--- src/design/dll_ctrl_regs.vh ---
// Constants for the delay locked loop control block
// Overview of operation
// - Step delay code so feedback meets reference
// - Broadcast delay code to both slave lines
// - Hold input freezes the delay code
// - Latch input captures bus code, keeps it
// - Each output picks its own delay tap
// - Secondary adds 45, 22.5, 11.25 degree shift
// - Secondary optionally divided by two or four
// - Duty correction enabled per output separately
// - Lock output asserted when loop is locked
// - Time reference or clock injection removal mode
// - Delay code is seven bits, six to zero
`ifndef DLL_CTRL_REGS_VH
`define DLL_CTRL_REGS_VH
// APB register byte addresses
`define ADDR_CTRL       12'h000
`define ADDR_TAPS       12'h004
`define ADDR_STATUS     12'h008
`define ADDR_LATCHED    12'h00c
// Control register fields
`define CTRL_MODE_BIT   0
`define CTRL_DCC_P_BIT  1
`define CTRL_DCC_S_BIT  2
`define CTRL_DIV_LSB    3
`define CTRL_FINE_LSB   5
`define CTRL_RESET_VAL  32'h0000_0000
// Divider selections
`define DIV_NONE        2'h0
`define DIV_BY2         2'h1
`define DIV_BY4         2'h2
// Fine shift selections: none, 45, 22.5, 11.25 degrees
`define FINE_NONE       2'h0
`define FINE_45         2'h1
`define FINE_22P5       2'h2
`define FINE_11P25      2'h3
// Delay code
`define CODE_W          7
`define CODE_RESET      7'h40
// Lock criteria: coinciding edges counted before the next one locks, lone reference edges counted before the next one unlocks
`define LOCK_COUNT      4'h8
`define UNLOCK_COUNT    4'h4
`endif

--- src/design/dll_ctrl.v ---
// Digital control of a delay locked loop with APB configuration
//
// Local design decisions: the APB slave port and the placing of the registers.
`timescale 1ns/1ps
`include "dll_ctrl_regs.vh"
module dll_ctrl #(
  parameter TAPS = 128
) (
  input  wire        pclk,
  input  wire        presetn,
  input  wire        psel,
  input  wire        penable,
  input  wire        pwrite,
  input  wire [11:0] paddr,
  input  wire [31:0] pwdata,
  output reg  [31:0] prdata,
  output reg         pready,
  output reg         pslverr,
  input  wire        ref_clk_in,
  input  wire        fb_clk_in,
  input  wire        code_hold,
  input  wire        code_update_latch,
  output reg  [6:0]  delay_code_bus,
  output reg  [6:0]  latched_code,
  output reg  [6:0]  primary_tap,
  output reg  [6:0]  secondary_tap,
  output reg  [1:0]  secondary_fine,
  output reg         primary_clock_out,
  output reg         secondary_clock_out,
  output reg         primary_dcc_en,
  output reg         secondary_dcc_en,
  output reg         injection_removal_mode,
  output reg         lock
);

  ////////////////////////////////////////////////////////////////////////
  // Register map, one aligned word each
  //   0x000 control, read/write
  //     [0]     injection removal mode, else time reference delay
  //     [1]     duty correction on the primary output
  //     [2]     duty correction on the secondary output
  //     [4:3]   secondary divider: 0 none, 1 by two, 2 by four
  //     [6:5]   fine shift: 0 none, 1 45, 2 22.5, 3 11.25 degrees
  //     [31:7]  reserved, write ignored, read zero
  //   0x004 tap selects, read/write
  //     [6:0]   primary output tap
  //     [13:7]  secondary output tap
  //     [31:14] reserved
  //   0x008 status, read only
  //     [6:0]   present delay code
  //     [7]     lock flag
  //   0x00c latched code, read only
  //     [6:0]   code captured at the last latch request
  // Any other address answers with an error and reads zero.
  //
  // Bus timing
  //   Ready rises in the access phase, so every transfer has
  //   no wait state; a write lands at the access edge.
  //   Read data are registered during setup, so the address
  //   must not change between setup and access.
  //
  // Loop behaviour
  //   Reference and feedback are levels sampled on the bus
  //   clock; only their rising edges matter.
  //   A reference edge with feedback still low steps the code
  //   down, a feedback edge with reference low steps it up,
  //   one step per edge, saturating at both ends.
  //   Hold freezes the code; the detector keeps running, so
  //   lock can still change while the code is held.
  //   Lock needs nine coinciding edges in a row and drops
  //   after five reference edges without feedback.
  //   Tap requests beyond the chain length are clamped.
  // Limitation: phase is only resolved to one bus clock, so
  //   reference and feedback must run far slower than it.

  ////////////////////////////////////////////////////////////////////////
  // Registers
  reg  [31:0] ctrl_reg;
  reg  [13:0] taps_reg;
  reg  [6:0]  code_reg;
  reg  [6:0]  latch_reg;
  reg         ref_d_reg;
  reg         fb_d_reg;
  reg  [3:0]  match_reg;
  reg  [3:0]  miss_reg;
  reg         lock_reg;
  reg  [1:0]  div_reg;
  reg         sec_src_reg;
  reg  [6:0]  code_next;
  reg  [3:0]  match_next;
  reg  [3:0]  miss_next;
  reg         lock_next;

  wire        wr_en;
  wire        rd_en;
  wire        ref_rise;
  wire        fb_rise;
  wire        fb_late;
  wire        fb_early;
  wire [1:0]  div_sel;
  reg  [31:0] rd_data;

  // Last usable tap, kept wide and cut on purpose below
  localparam [31:0] TAP_LAST = TAPS - 1;

  // Clamp a tap request to the chain length
  function [6:0] clamp_tap;
    input [6:0] tap;
    begin
      if (tap > TAP_LAST)
        clamp_tap = TAP_LAST[6:0];
      else
        clamp_tap = tap;
    end
  endfunction

  // Decoded register addresses; others are refused
  function addr_mapped;
    input [11:0] addr;
    begin
      addr_mapped = (addr == `ADDR_CTRL) || (addr == `ADDR_TAPS) ||
                    (addr == `ADDR_STATUS) || (addr == `ADDR_LATCHED);
    end
  endfunction

  ////////////////////////////////////////////////////////////////////////
  // APB decode: zero wait states, so access completes in one cycle
  assign wr_en   = psel & penable & pwrite;
  assign rd_en   = psel & ~pwrite;
  assign div_sel = ctrl_reg[`CTRL_DIV_LSB+1:`CTRL_DIV_LSB];

  // Read mux; unmapped addresses read zero
  always @* begin
    rd_data = 32'h0000_0000;
    case (paddr)
      `ADDR_CTRL:    rd_data = ctrl_reg;
      `ADDR_TAPS:    rd_data = {18'h00000, taps_reg};
      `ADDR_STATUS:  rd_data = {24'h000000, lock_reg, code_reg};
      `ADDR_LATCHED: rd_data = {25'h0000000, latch_reg};
      default:       rd_data = 32'h0000_0000;
    endcase
  end

  // Register writes and bus responses
  always @(posedge pclk or negedge presetn) begin
    if (!presetn) begin
      ctrl_reg <= `CTRL_RESET_VAL;
      taps_reg <= 14'h0000;
      prdata   <= 32'h0000_0000;
      pready   <= 1'b0;
      pslverr  <= 1'b0;
    end else begin
      pready  <= psel & ~penable;
      pslverr <= psel & ~penable & ~addr_mapped(paddr);
      if (rd_en & ~penable)
        prdata <= rd_data;
      if (wr_en & pready & addr_mapped(paddr)) begin
        if (paddr == `ADDR_CTRL)
          ctrl_reg <= {25'h0000000, pwdata[6:0]};
        if (paddr == `ADDR_TAPS)
          taps_reg <= pwdata[13:0];
      end
    end
  end

  ////////////////////////////////////////////////////////////////////////
  // Phase detector: edges of ref and fb sampled on pclk
  assign ref_rise = ref_clk_in & ~ref_d_reg;
  assign fb_rise  = fb_clk_in & ~fb_d_reg;
  // Ref edge while fb still low means feedback lags: shorten the chain
  assign fb_late  = ref_rise & ~fb_clk_in;
  // Fb edge while ref still low means feedback leads: lengthen it
  assign fb_early = fb_rise & ~ref_clk_in;

  always @(posedge pclk or negedge presetn) begin
    if (!presetn) begin
      ref_d_reg <= 1'b0;
      fb_d_reg  <= 1'b0;
    end else begin
      ref_d_reg <= ref_clk_in;
      fb_d_reg  <= fb_clk_in;
    end
  end

  // Next code: one step per detected edge, saturating
  always @* begin
    code_next = code_reg;
    if (code_hold) begin
      code_next = code_reg;
    end else if (fb_late && code_reg != 7'h00) begin
      code_next = code_reg - 7'h01;
    end else if (fb_early && code_reg != 7'h7f) begin
      code_next = code_reg + 7'h01;
    end
  end

  // Code register
  always @(posedge pclk or negedge presetn) begin
    if (!presetn) begin
      code_reg <= `CODE_RESET;
    end else begin
      code_reg <= code_next;
    end
  end

  // Latch takes what the bus shows, not the pending code
  always @(posedge pclk or negedge presetn) begin
    if (!presetn) begin
      latch_reg    <= `CODE_RESET;
      latched_code <= `CODE_RESET;
    end else if (code_update_latch) begin
      latch_reg    <= delay_code_bus;
      latched_code <= delay_code_bus;
    end
  end

  ////////////////////////////////////////////////////////////////////////
  // Lock detection with hysteresis to ride out single-sample jitter
  always @* begin
    match_next = match_reg;
    miss_next  = miss_reg;
    lock_next  = lock_reg;
    if (ref_rise && fb_rise) begin
      miss_next = 4'h0;
      if (match_reg != `LOCK_COUNT)
        match_next = match_reg + 4'h1;
      else
        lock_next = 1'b1;
    end else if (ref_rise) begin
      match_next = 4'h0;
      if (miss_reg != `UNLOCK_COUNT)
        miss_next = miss_reg + 4'h1;
      else
        lock_next = 1'b0;
    end
  end

  // Lock counters and flag
  always @(posedge pclk or negedge presetn) begin
    if (!presetn) begin
      match_reg <= 4'h0;
      miss_reg  <= 4'h0;
      lock_reg  <= 1'b0;
    end else begin
      match_reg <= match_next;
      miss_reg  <= miss_next;
      lock_reg  <= lock_next;
    end
  end

  ////////////////////////////////////////////////////////////////////////
  // Secondary divider runs off the reference edges
  always @(posedge pclk or negedge presetn) begin
    if (!presetn) begin
      div_reg     <= 2'h0;
      sec_src_reg <= 1'b0;
    end else begin
      if (ref_rise)
        div_reg <= div_reg + 2'h1;
      case (div_sel)
        `DIV_BY2: sec_src_reg <= div_reg[0];
        `DIV_BY4: sec_src_reg <= div_reg[1];
        default:  sec_src_reg <= ref_clk_in;
      endcase
    end
  end

  ////////////////////////////////////////////////////////////////////////
  // Outputs, all registered; code broadcast to both slave lines
  always @(posedge pclk or negedge presetn) begin
    if (!presetn) begin
      delay_code_bus <= `CODE_RESET;
    end else begin
      delay_code_bus <= code_reg;
    end
  end

  // Tap selects, clamped so a slave never sees a missing tap
  always @(posedge pclk or negedge presetn) begin
    if (!presetn) begin
      primary_tap   <= 7'h00;
      secondary_tap <= 7'h00;
    end else begin
      primary_tap   <= clamp_tap(taps_reg[6:0]);
      secondary_tap <= clamp_tap(taps_reg[13:7]);
    end
  end

  // Fine shift select for the secondary output
  always @(posedge pclk or negedge presetn) begin
    if (!presetn) begin
      secondary_fine <= `FINE_NONE;
    end else begin
      secondary_fine <= ctrl_reg[`CTRL_FINE_LSB+1:`CTRL_FINE_LSB];
    end
  end

  // Primary clock follows the reference one cycle late
  always @(posedge pclk or negedge presetn) begin
    if (!presetn) begin
      primary_clock_out <= 1'b0;
    end else begin
      primary_clock_out <= ref_clk_in;
    end
  end

  // Secondary clock from the divider mux
  always @(posedge pclk or negedge presetn) begin
    if (!presetn) begin
      secondary_clock_out <= 1'b0;
    end else begin
      secondary_clock_out <= sec_src_reg;
    end
  end

  // Duty correction enables, one per output
  always @(posedge pclk or negedge presetn) begin
    if (!presetn) begin
      primary_dcc_en   <= 1'b0;
      secondary_dcc_en <= 1'b0;
    end else begin
      primary_dcc_en   <= ctrl_reg[`CTRL_DCC_P_BIT];
      secondary_dcc_en <= ctrl_reg[`CTRL_DCC_S_BIT];
    end
  end

  // Loop mode select
  always @(posedge pclk or negedge presetn) begin
    if (!presetn) begin
      injection_removal_mode <= 1'b0;
    end else begin
      injection_removal_mode <= ctrl_reg[`CTRL_MODE_BIT];
    end
  end

  // Lock output
  always @(posedge pclk or negedge presetn) begin
    if (!presetn) begin
      lock <= 1'b0;
    end else begin
      lock <= lock_reg;
    end
  end

endmodule // dll_ctrl

--- config.mk ---
export PLATFORM = sky130hd
export DESIGN_NAME = dll_ctrl
export DESIGN_NICKNAME = d
export VERILOG_FILES = /design/src/design/dll_ctrl.v
export VERILOG_INCLUDE_DIRS = /design/src /design/src/design
export SDC_FILE = /design/constraint.sdc
export NUM_CORES = 1
export LEC_CHECK = 0
export ABC_AREA = 1
export CORE_MARGIN = 4
export CORE_UTILIZATION = 63
export DETAILED_ROUTE_END_ITERATION = 7
export DONT_BUFFER_PORTS = 1
export PLACE_DENSITY_LB_ADDON = 0.12
export SLEW_MARGIN = 25
export SYNTH_ARGS = -nofsm -noshare
export SYNTH_HDL_FRONTEND = slang
export SYNTH_SLANG_ARGS = --single-unit
--- constraint.sdc ---
create_clock -name pclk -period 2 [get_ports pclk]
set_input_delay 0 -clock pclk [delete_from_list [all_inputs] [get_ports pclk]]
set_output_delay 0 -clock pclk [all_outputs]
set_load 0.05 [all_outputs]
==> metrics.md, run 1 <==
| Metric | Value |
|---|---|
| Status | `finished with violations` |
| Failing checks | `negative hold slack` |
| Synth warnings | `0` |
| Post-synth cell types | `36` |
| Worst Skew | `0.0115 ns` |
| Crit path top cell by count | `nand2_1` |
| Inst Count DP | `522` |
| Vias in the first global route | `approximately 2.9k` |
| Synth top area share | `52.7%` |
| Total design power | `5.31 mW` |
| Die area | `between 8000 and 9000 sq um` |
| Final Max Slew Viols | `0` |
| Fin Setup TNS | `0 ns` |
| Clk buf depth | `2` |
| 1st-pass router iterations | `4` |
| Final Setup Violations | `0` |
| Max incr delay on CP | `0.38 ns` |
| Detailed Route WL | `8.96 mm` |
| FFs w/ async S/R, synth | `between 90% and 100%` |
| CTS H-Tree Depth | `3` |
| Post-synth EDFFs | `0` |
| Most common cell in the synthesized netlist | `dfrtp_1` |
| Fill cells | `460` |
| Pwr dens | `between 1000 and 1500 nW/um^2` |
| Actual slew at the worst max-slew pin | `0.784 ns` |
| Syn avg cell area | `9.60 sq um` |
| Pin count of the biggest net entering global routing | `between 90 and 100` |
| Cells after synthesis | `445` |
| Post-DP HPWL | `between 6 and 7 mm` |
| Die Ht | `90.3 microns` |
| Register bit total from synthesis | `93` |
| Ys flop type | `dfrtp_1` |
| Nets | `542` |
| Post-synth top cells | `dfrtp_1, nand2_1, inv_1, nand3_1, nor2_1` |
| Initial Util | `about 66%` |
| Hold_ws | `-0.675 ns` |
| Root Buffer Master | `clkbuf_8` |
| Share of layout cells above drive strength 1 | `16.6%` |
| Max-slew headroom | `47.6%` |
| Post-synthesis mux area share | `under 10%` |
| Clock sink count | `93` |
| Syn Std Cell Area | `~4300 sq um` |
| Worst flop-to-flop path endpoint | `code_reg[6]` |
| Final antenna-violating net count | `0` |
| CP Buf/Inv Count | `1` |
| Post-synth top area cell | `dfrtp_1` |
| Compound-Gate Fraction of Synth Area | `under 10%` |
| CTS tree | `built` |
| Via Count | `roughly 3k` |
| Worst hold-check path type | `in2async` |
| Iteration-0 DRC count of the detailed router | `124` |
| CP Class | `reg2reg` |
| Tcrit/Tclk final | `between 90 and 100%` |
| Worst setup SP type | `flip-flop` |
| Simple-gate share of the synthesized area | `17.9%` |
| Io pins | `123` |
| Placeable Area | `6460 sq um` |
| Placed Area | `4310 sq um` |
| Critical path depth | `14` |
| Critical path data required time | `2.30 ns` |
| Largest family of logic cells by synthesized area | `simple AND/OR/NAND/NOR gates` |
| # rows | `29` |
| Reg clk slew, reported paths | `0.09 ns` |
| Arrival time at the worst endpoint | `~2.2 ns` |
| Placer Congestion | `0.855` |
| First-pass GRT wire length | `14.3 mm` |
| Sequential cell area fraction in the yosys report | `54.6%` |
| Crit end category | `flip-flop` |
| Reg-to-reg startpoint | `code_reg[3]` |
| Total grt overflow | `0` |
| Final min period | `1.91 ns` |
| Slowest cell on the critical path | `dfrtp_1` |
| Post-Synth Adder-Cell Area | `3.69%` |
| Crit path max-delay family | `simple AND/OR/NAND/NOR gates` |
| Crit Path Max Fanout | `5` |
| Via density | `5.41` |
| Reg2reg setup slack | `0.09 ns` |
| Worst path cell trace | `nor2_1, nand2_1, o21ai_4, inv_4, ha_4, nand2_1, nand2_1, nand3_1, nand2_1, nor2_1, nand3_1, nand2_1, nand2_1, nand2_1` |
| Post-Layout Inst Area | `4810 sq um` |
| Top post-synthesis cells by area | `dfrtp_1, nand2_1, inv_1` |
| Final hold vios | `93` |
| I/O Buffers | `0` |
| WL/cell | `16.0 microns` |
| CTS Buf Count | `9` |
| Leak pwr | `2.33 nW` |
| Initial antenna violation count | `0` |
| Die X | `90.3 microns` |
| GR Util All Layers | `22.1%` |
| Clk_lat worst skew | `about 0.36 ns` |
| Area Growth Syn to Fin | `12.6%` |
| Upper clock frequency limit | `0.522 GHz` |
| Hold Buf Count CTS | `20` |
| Non-Filler Instances | `approximately 560` |
| R2r worst-path depth | `14` |
| Peak VDD IR | `about 0.78 mV` |
| Reported max-cap violation count | `0` |
| Remaining design rule violation count | `0` |
| Antenna fix cells | `0` |
| Post-Synth XOR/XNOR Area | `1.44%` |
## cells by family (layout without fill, tap and decap cells)
family	after synthesis	in the layout
AOI/OAI and AO/OA	66	66
xor gates and xnor gates	7	7
adders and majority gates	12	12
buffers and inverters	93	112
DFF	93	93
muxes	7	7
other	1	18
and+or+nand+nor	166	166
## where the power goes
group	internal [mW]	switching, mW
Clock	0.708	0.666
Sequential	2.16	0.719
Combinational	0.441	0.618
Total	3.31	2.00
## routing by layer
layer	part of all wire [%]	global-route usage (%)	up-vias
li1	-	-	1449
met1	42	27.6	1438
met2	47	35.3	113
met3	8.5	8.33	18
met4	2.1	7.65	0
met5	0	0	-
## what timing repair did
item / 4_1_cts / 5_1_grt
hold endpoints to repair: 128 / 93
buffers inserted: 0 / 1
resized for setup: 1 / 10
pin swaps: 0 / 1
endpoints found under the setup margin: 1 / 4
## metrics by stage
step	util (%)	setup slack, ns
2_1_floorplan	-	0.0507
3_5_place_dp	66.7	0.00160
4_1_cts	73.2	0.0511
3_3_place_gp	66.7	0.0940
5_1_grt	74.5	-0.0265
6_report	74.5	0.0859
## placed cells by master, fill, tap and decap left out, drive strengths merged
cell	count
dfrtp	90
nand2	89
inv	66
o21ai	49
nand3	39
nor2	26
dlygate4sd3	20
conb	18
buf	12
ha	11
clkbuf	9
a21oi	8
nor3	8
mux2	7
o31ai	6
xor2	5
dfstp	3
nand4	2
xnor2	2
bufinv	2
clkinv	2
a22oi	1
a21boi	1
nand3b	1
o22ai	1
and3	1
fa	1
clkinvlp	1
## worst max path at each step
stage	start	endpoint	slack, ns
global route	code_reg[1]	code_reg[4]	-0.03
CTS	code_reg[3]	code_reg[6]	0.05
global placement	primary_clock_out	code_reg[6]	0.09
floorplan	primary_clock_out	code_reg[6]	0.05
finish	code_reg[3]	code_reg[6]	0.09
detailed placement	primary_clock_out	code_reg[6]	0.002
## worst register-to-register path, delay by kind of cell, from the launching register on
kind / cells / cell delay [ns]
buffers and inverters: 1 / 0.10
AO/OA/AOI/OAI: 1 / 0.22
flip-flops: 1 / 0.38
adder cells (fa/ha/maj): 1 / 0.24
AND/OR/NAND/NOR: 11 / 0.92
## final cells by class
class	count	area (sq um)	share of cell area, %
multi-input combinational	276	1630	33.8
clock buffer	9	124	2.57
sequential	93	2330	48.5
timing repair buffer	32	290	6.03
tap	77	96.3	2.00
inverter	65	248	5.15
clock inverter	6	93.8	1.95
Power figures use the tool's default switching activity.
==> run 2: changes to the inputs <==
Settings changed: REMOVE_ABC_BUFFERS set to 1.
==> run 2 against run 1 <==
  * Utilization down 0.56 points
  * Register-to-register slack hardly changed
  * Largest power group unchanged
  * Critical endpoint unchanged
  * Critical path depth shrank 3
  * Clock skew is essentially flat
  * The flow still finishes with violations (negative hold slack)
  * Clock power is 18% lower
  * Highest routed layer unchanged
==> metrics.md, run 2 (same netlist as run 1, synthesis figures left out) <==
| Metric | Value |
|---|---|
| Status | `finished with violations (unchanged)` |
| Failing checks | `negative hold slack (unchanged)` |
| Worst setup SP type | `flip-flop (unchanged)` |
| # rows | `29 (unchanged)` |
| Total design power | `5.08 mW (was 5.31 mW)` |
| I/O Buffers | `0 (unchanged)` |
| Reg2reg setup slack | `0.1 ns (was 0.09 ns)` |
| Final Setup Violations | `0 (unchanged)` |
| Arrival time at the worst endpoint | `2.19 ns (was 2.21 ns)` |
| Non-Filler Instances | `559 (was 558)` |
| Final Max Slew Viols | `0 (unchanged)` |
| Total grt overflow | `0 (unchanged)` |
| Via Count | `3,028 (was 3,018)` |
| Via density | `5.42 (was 5.41)` |
| Pwr dens | `1060 nW/um^2 (was 1100 nW/um^2)` |
| Placed Area | `4320 sq um (was 4310 sq um)` |
| CTS H-Tree Depth | `3 (unchanged)` |
| Remaining design rule violation count | `0 (unchanged)` |
| Die area | `8160 sq um (unchanged)` |
| Worst Slack Setup Final | `0.0961 ns (was 0.0859 ns)` |
| GR Util All Layers | `21.1% (was 22.1%)` |
| Vias in the first global route | `2,891 (was 2,915)` |
| Io pins | `123 (unchanged)` |
| Worst Skew | `0.0118 ns (was 0.0115 ns)` |
| Inst Count DP | `523 (was 522)` |
| Final antenna-violating net count | `0 (unchanged)` |
| Pin count of the biggest net entering global routing | `94 (unchanged)` |
| Hold Buf Count CTS | `19 (was 20)` |
| Placer Congestion | `0.853 (was 0.855)` |
| Die X | `90.3 microns (unchanged)` |
| Peak VDD IR | `0.532 mV (was 0.783 mV)` |
| Initial Util | `66.1% (unchanged)` |
| CTS Buf Count | `9 (unchanged)` |
| CP Class | `reg2reg (unchanged)` |
| WL/cell | `15.3 microns (was 16.0 microns)` |
| Tcrit/Tclk final | `95.2% (was 95.7%)` |
| Final hold vios | `93 (unchanged)` |
| Actual slew at the worst max-slew pin | `0.535 ns (was 0.784 ns)` |
| Critical path data required time | `2.28 ns (was 2.30 ns)` |
| CTS tree | `built (unchanged)` |
| Antenna fix cells | `0 (unchanged)` |
| Iteration-0 DRC count of the detailed router | `193 (was 124)` |
| Reg clk slew, reported paths | `0.09 ns (about the same)` |
| Worst flop-to-flop path endpoint | `code_reg[6] (unchanged)` |
| Most common cell after layout, fill and taps aside | `dfrtp_1 (unchanged)` |
| Reg-to-reg startpoint | `code_reg[6] (was code_reg[3])` |
| Leak pwr | `2.32 nW (was 2.33 nW)` |
| Upper clock frequency limit | `0.525 GHz (was 0.522 GHz)` |
| Hold_ws | `-0.669 ns (was -0.675 ns)` |
| Clk buf depth | `2 (unchanged)` |
| Placeable Area | `6460 sq um (unchanged)` |
| Share of layout cells above drive strength 1 | `17.2% (was 16.6%)` |
| Max-slew headroom | `64.3% (was 47.6%)` |
| 1st-pass router iterations | `4 (unchanged)` |
| Detailed Route WL | `8.57 mm (was 8.96 mm)` |
| Worst hold-check path type | `in2async (unchanged)` |
| First-pass GRT wire length | `14.0 mm (was 14.3 mm)` |
| R2r worst-path depth | `11 (was 14)` |
| Crit end category | `flip-flop (unchanged)` |
| Post-DP HPWL | `5.90 mm (was 6.04 mm)` |
| Die Ht | `90.3 microns (unchanged)` |
| Commonest non-fill, non-tap cells in the layout | `dfrtp_1, nand2_1, inv_1 (unchanged)` |
| Final min period | `1.90 ns (was 1.91 ns)` |
| Nets | `542 (unchanged)` |
| Initial antenna violation count | `0 (unchanged)` |
| Root Buffer Master | `clkbuf_8 (unchanged)` |
| Crit Path Max Fanout | `4 (was 5)` |
| Clock sink count | `93 (unchanged)` |
| Reported max-cap violation count | `0 (unchanged)` |
| Place WS | `0.00291 ns (was 0.00160 ns)` |
| RSZ-0062 raised after global routing | `yes` |
| Area Growth Syn to Fin | `11.8% (was 12.6%)` |
| Post-Layout Inst Area | `4770 sq um (was 4810 sq um)` |
| Clk_lat worst skew | `0.35 ns (was 0.36 ns)` |
-- run 2: cell count changes in the layout (fill, tap and decap cells not counted), sizes merged --
cell,change
bufinv,-2
clkbuf,+2
clkinv,+2
buf,+1
dlygate4sd3,-1
inv,-1
-- run 2: final cells by class --
class / instances / area [sq um]
clock buffers: 11 / 141
clock inverters: 5 / 35.0
fillers: 436 / 1680
inverters: 65 / 248
multi-input cells: 276 / 1640
flip-flops and latches: 93 / 2330
well taps: 77 / 96.3
repair buffers: 32 / 288
-- run 2: worst max-delay path by stage --
stage               cells past startpoint  slack, ns               from          end
floorplan                              16      -0.06  primary_clock_out  code_reg[6]
global placement                       15       0.09        code_reg[4]  code_reg[6]
detailed placement                     16      0.003  primary_clock_out  code_reg[6]
CTS                                    14       0.03        code_reg[4]  code_reg[6]
global route                           14      -0.09        code_reg[1]  code_reg[6]
finish                                 11        0.1        code_reg[6]  code_reg[6]
-- run 2: timing repair --
item	4_1_cts	5_1_grt
hold endpoints to repair	126	93
cloned	0	0
pin swaps	0	3
gates resized for setup	2	12
endpoints found under the setup margin	1	4
setup buffers	0	1
-- run 2: power breakdown --
part | internal (mW) | leakage, nW | switching [mW] | total, mW
logic | 0.443 | 1.15 | 0.618 | 1.06
registers | 2.16 | 1.08 | 0.725 | 2.88
clock network | 0.489 | 0.0897 | 0.643 | 1.13
total | 3.09 | 2.32 | 1.99 | 5.08
-- run 2: per-layer routing --
metal / vias up / wire length, microns / GRT usage [%]
met1: 1460 / 3590 / 27.4
met2: 102 / 4370 / 35.0
met3: 10 / 494 / 4.83
met4: 0 / 104 / 7.40
met5: - / 0 / 0
li1: 1456 / - / -
-- run 2: worst max-delay path: stages (launching register included) --
cell and delay [ns]:
dfstp_2 0.53, inv_1 0.07, nand2_1 0.12, o21ai_4 0.09, buf_4 0.14, fa_2 0.37, nor3_2 0.21, nor2_2 0.07
nand3_1 0.09, nand2_1 0.05, nand2_1 0.05, nand2_1 0.05
-- run 2: through the flow --
stage | TNS, ns | util, %
final | 0 | 73.9
after global routing | -0.0929 | 73.9
after CTS | 0 | 72.5
after detailed placement | 0 | 66.8
after global placement | 0 | 66.8
after floorplan | -0.0983 | -
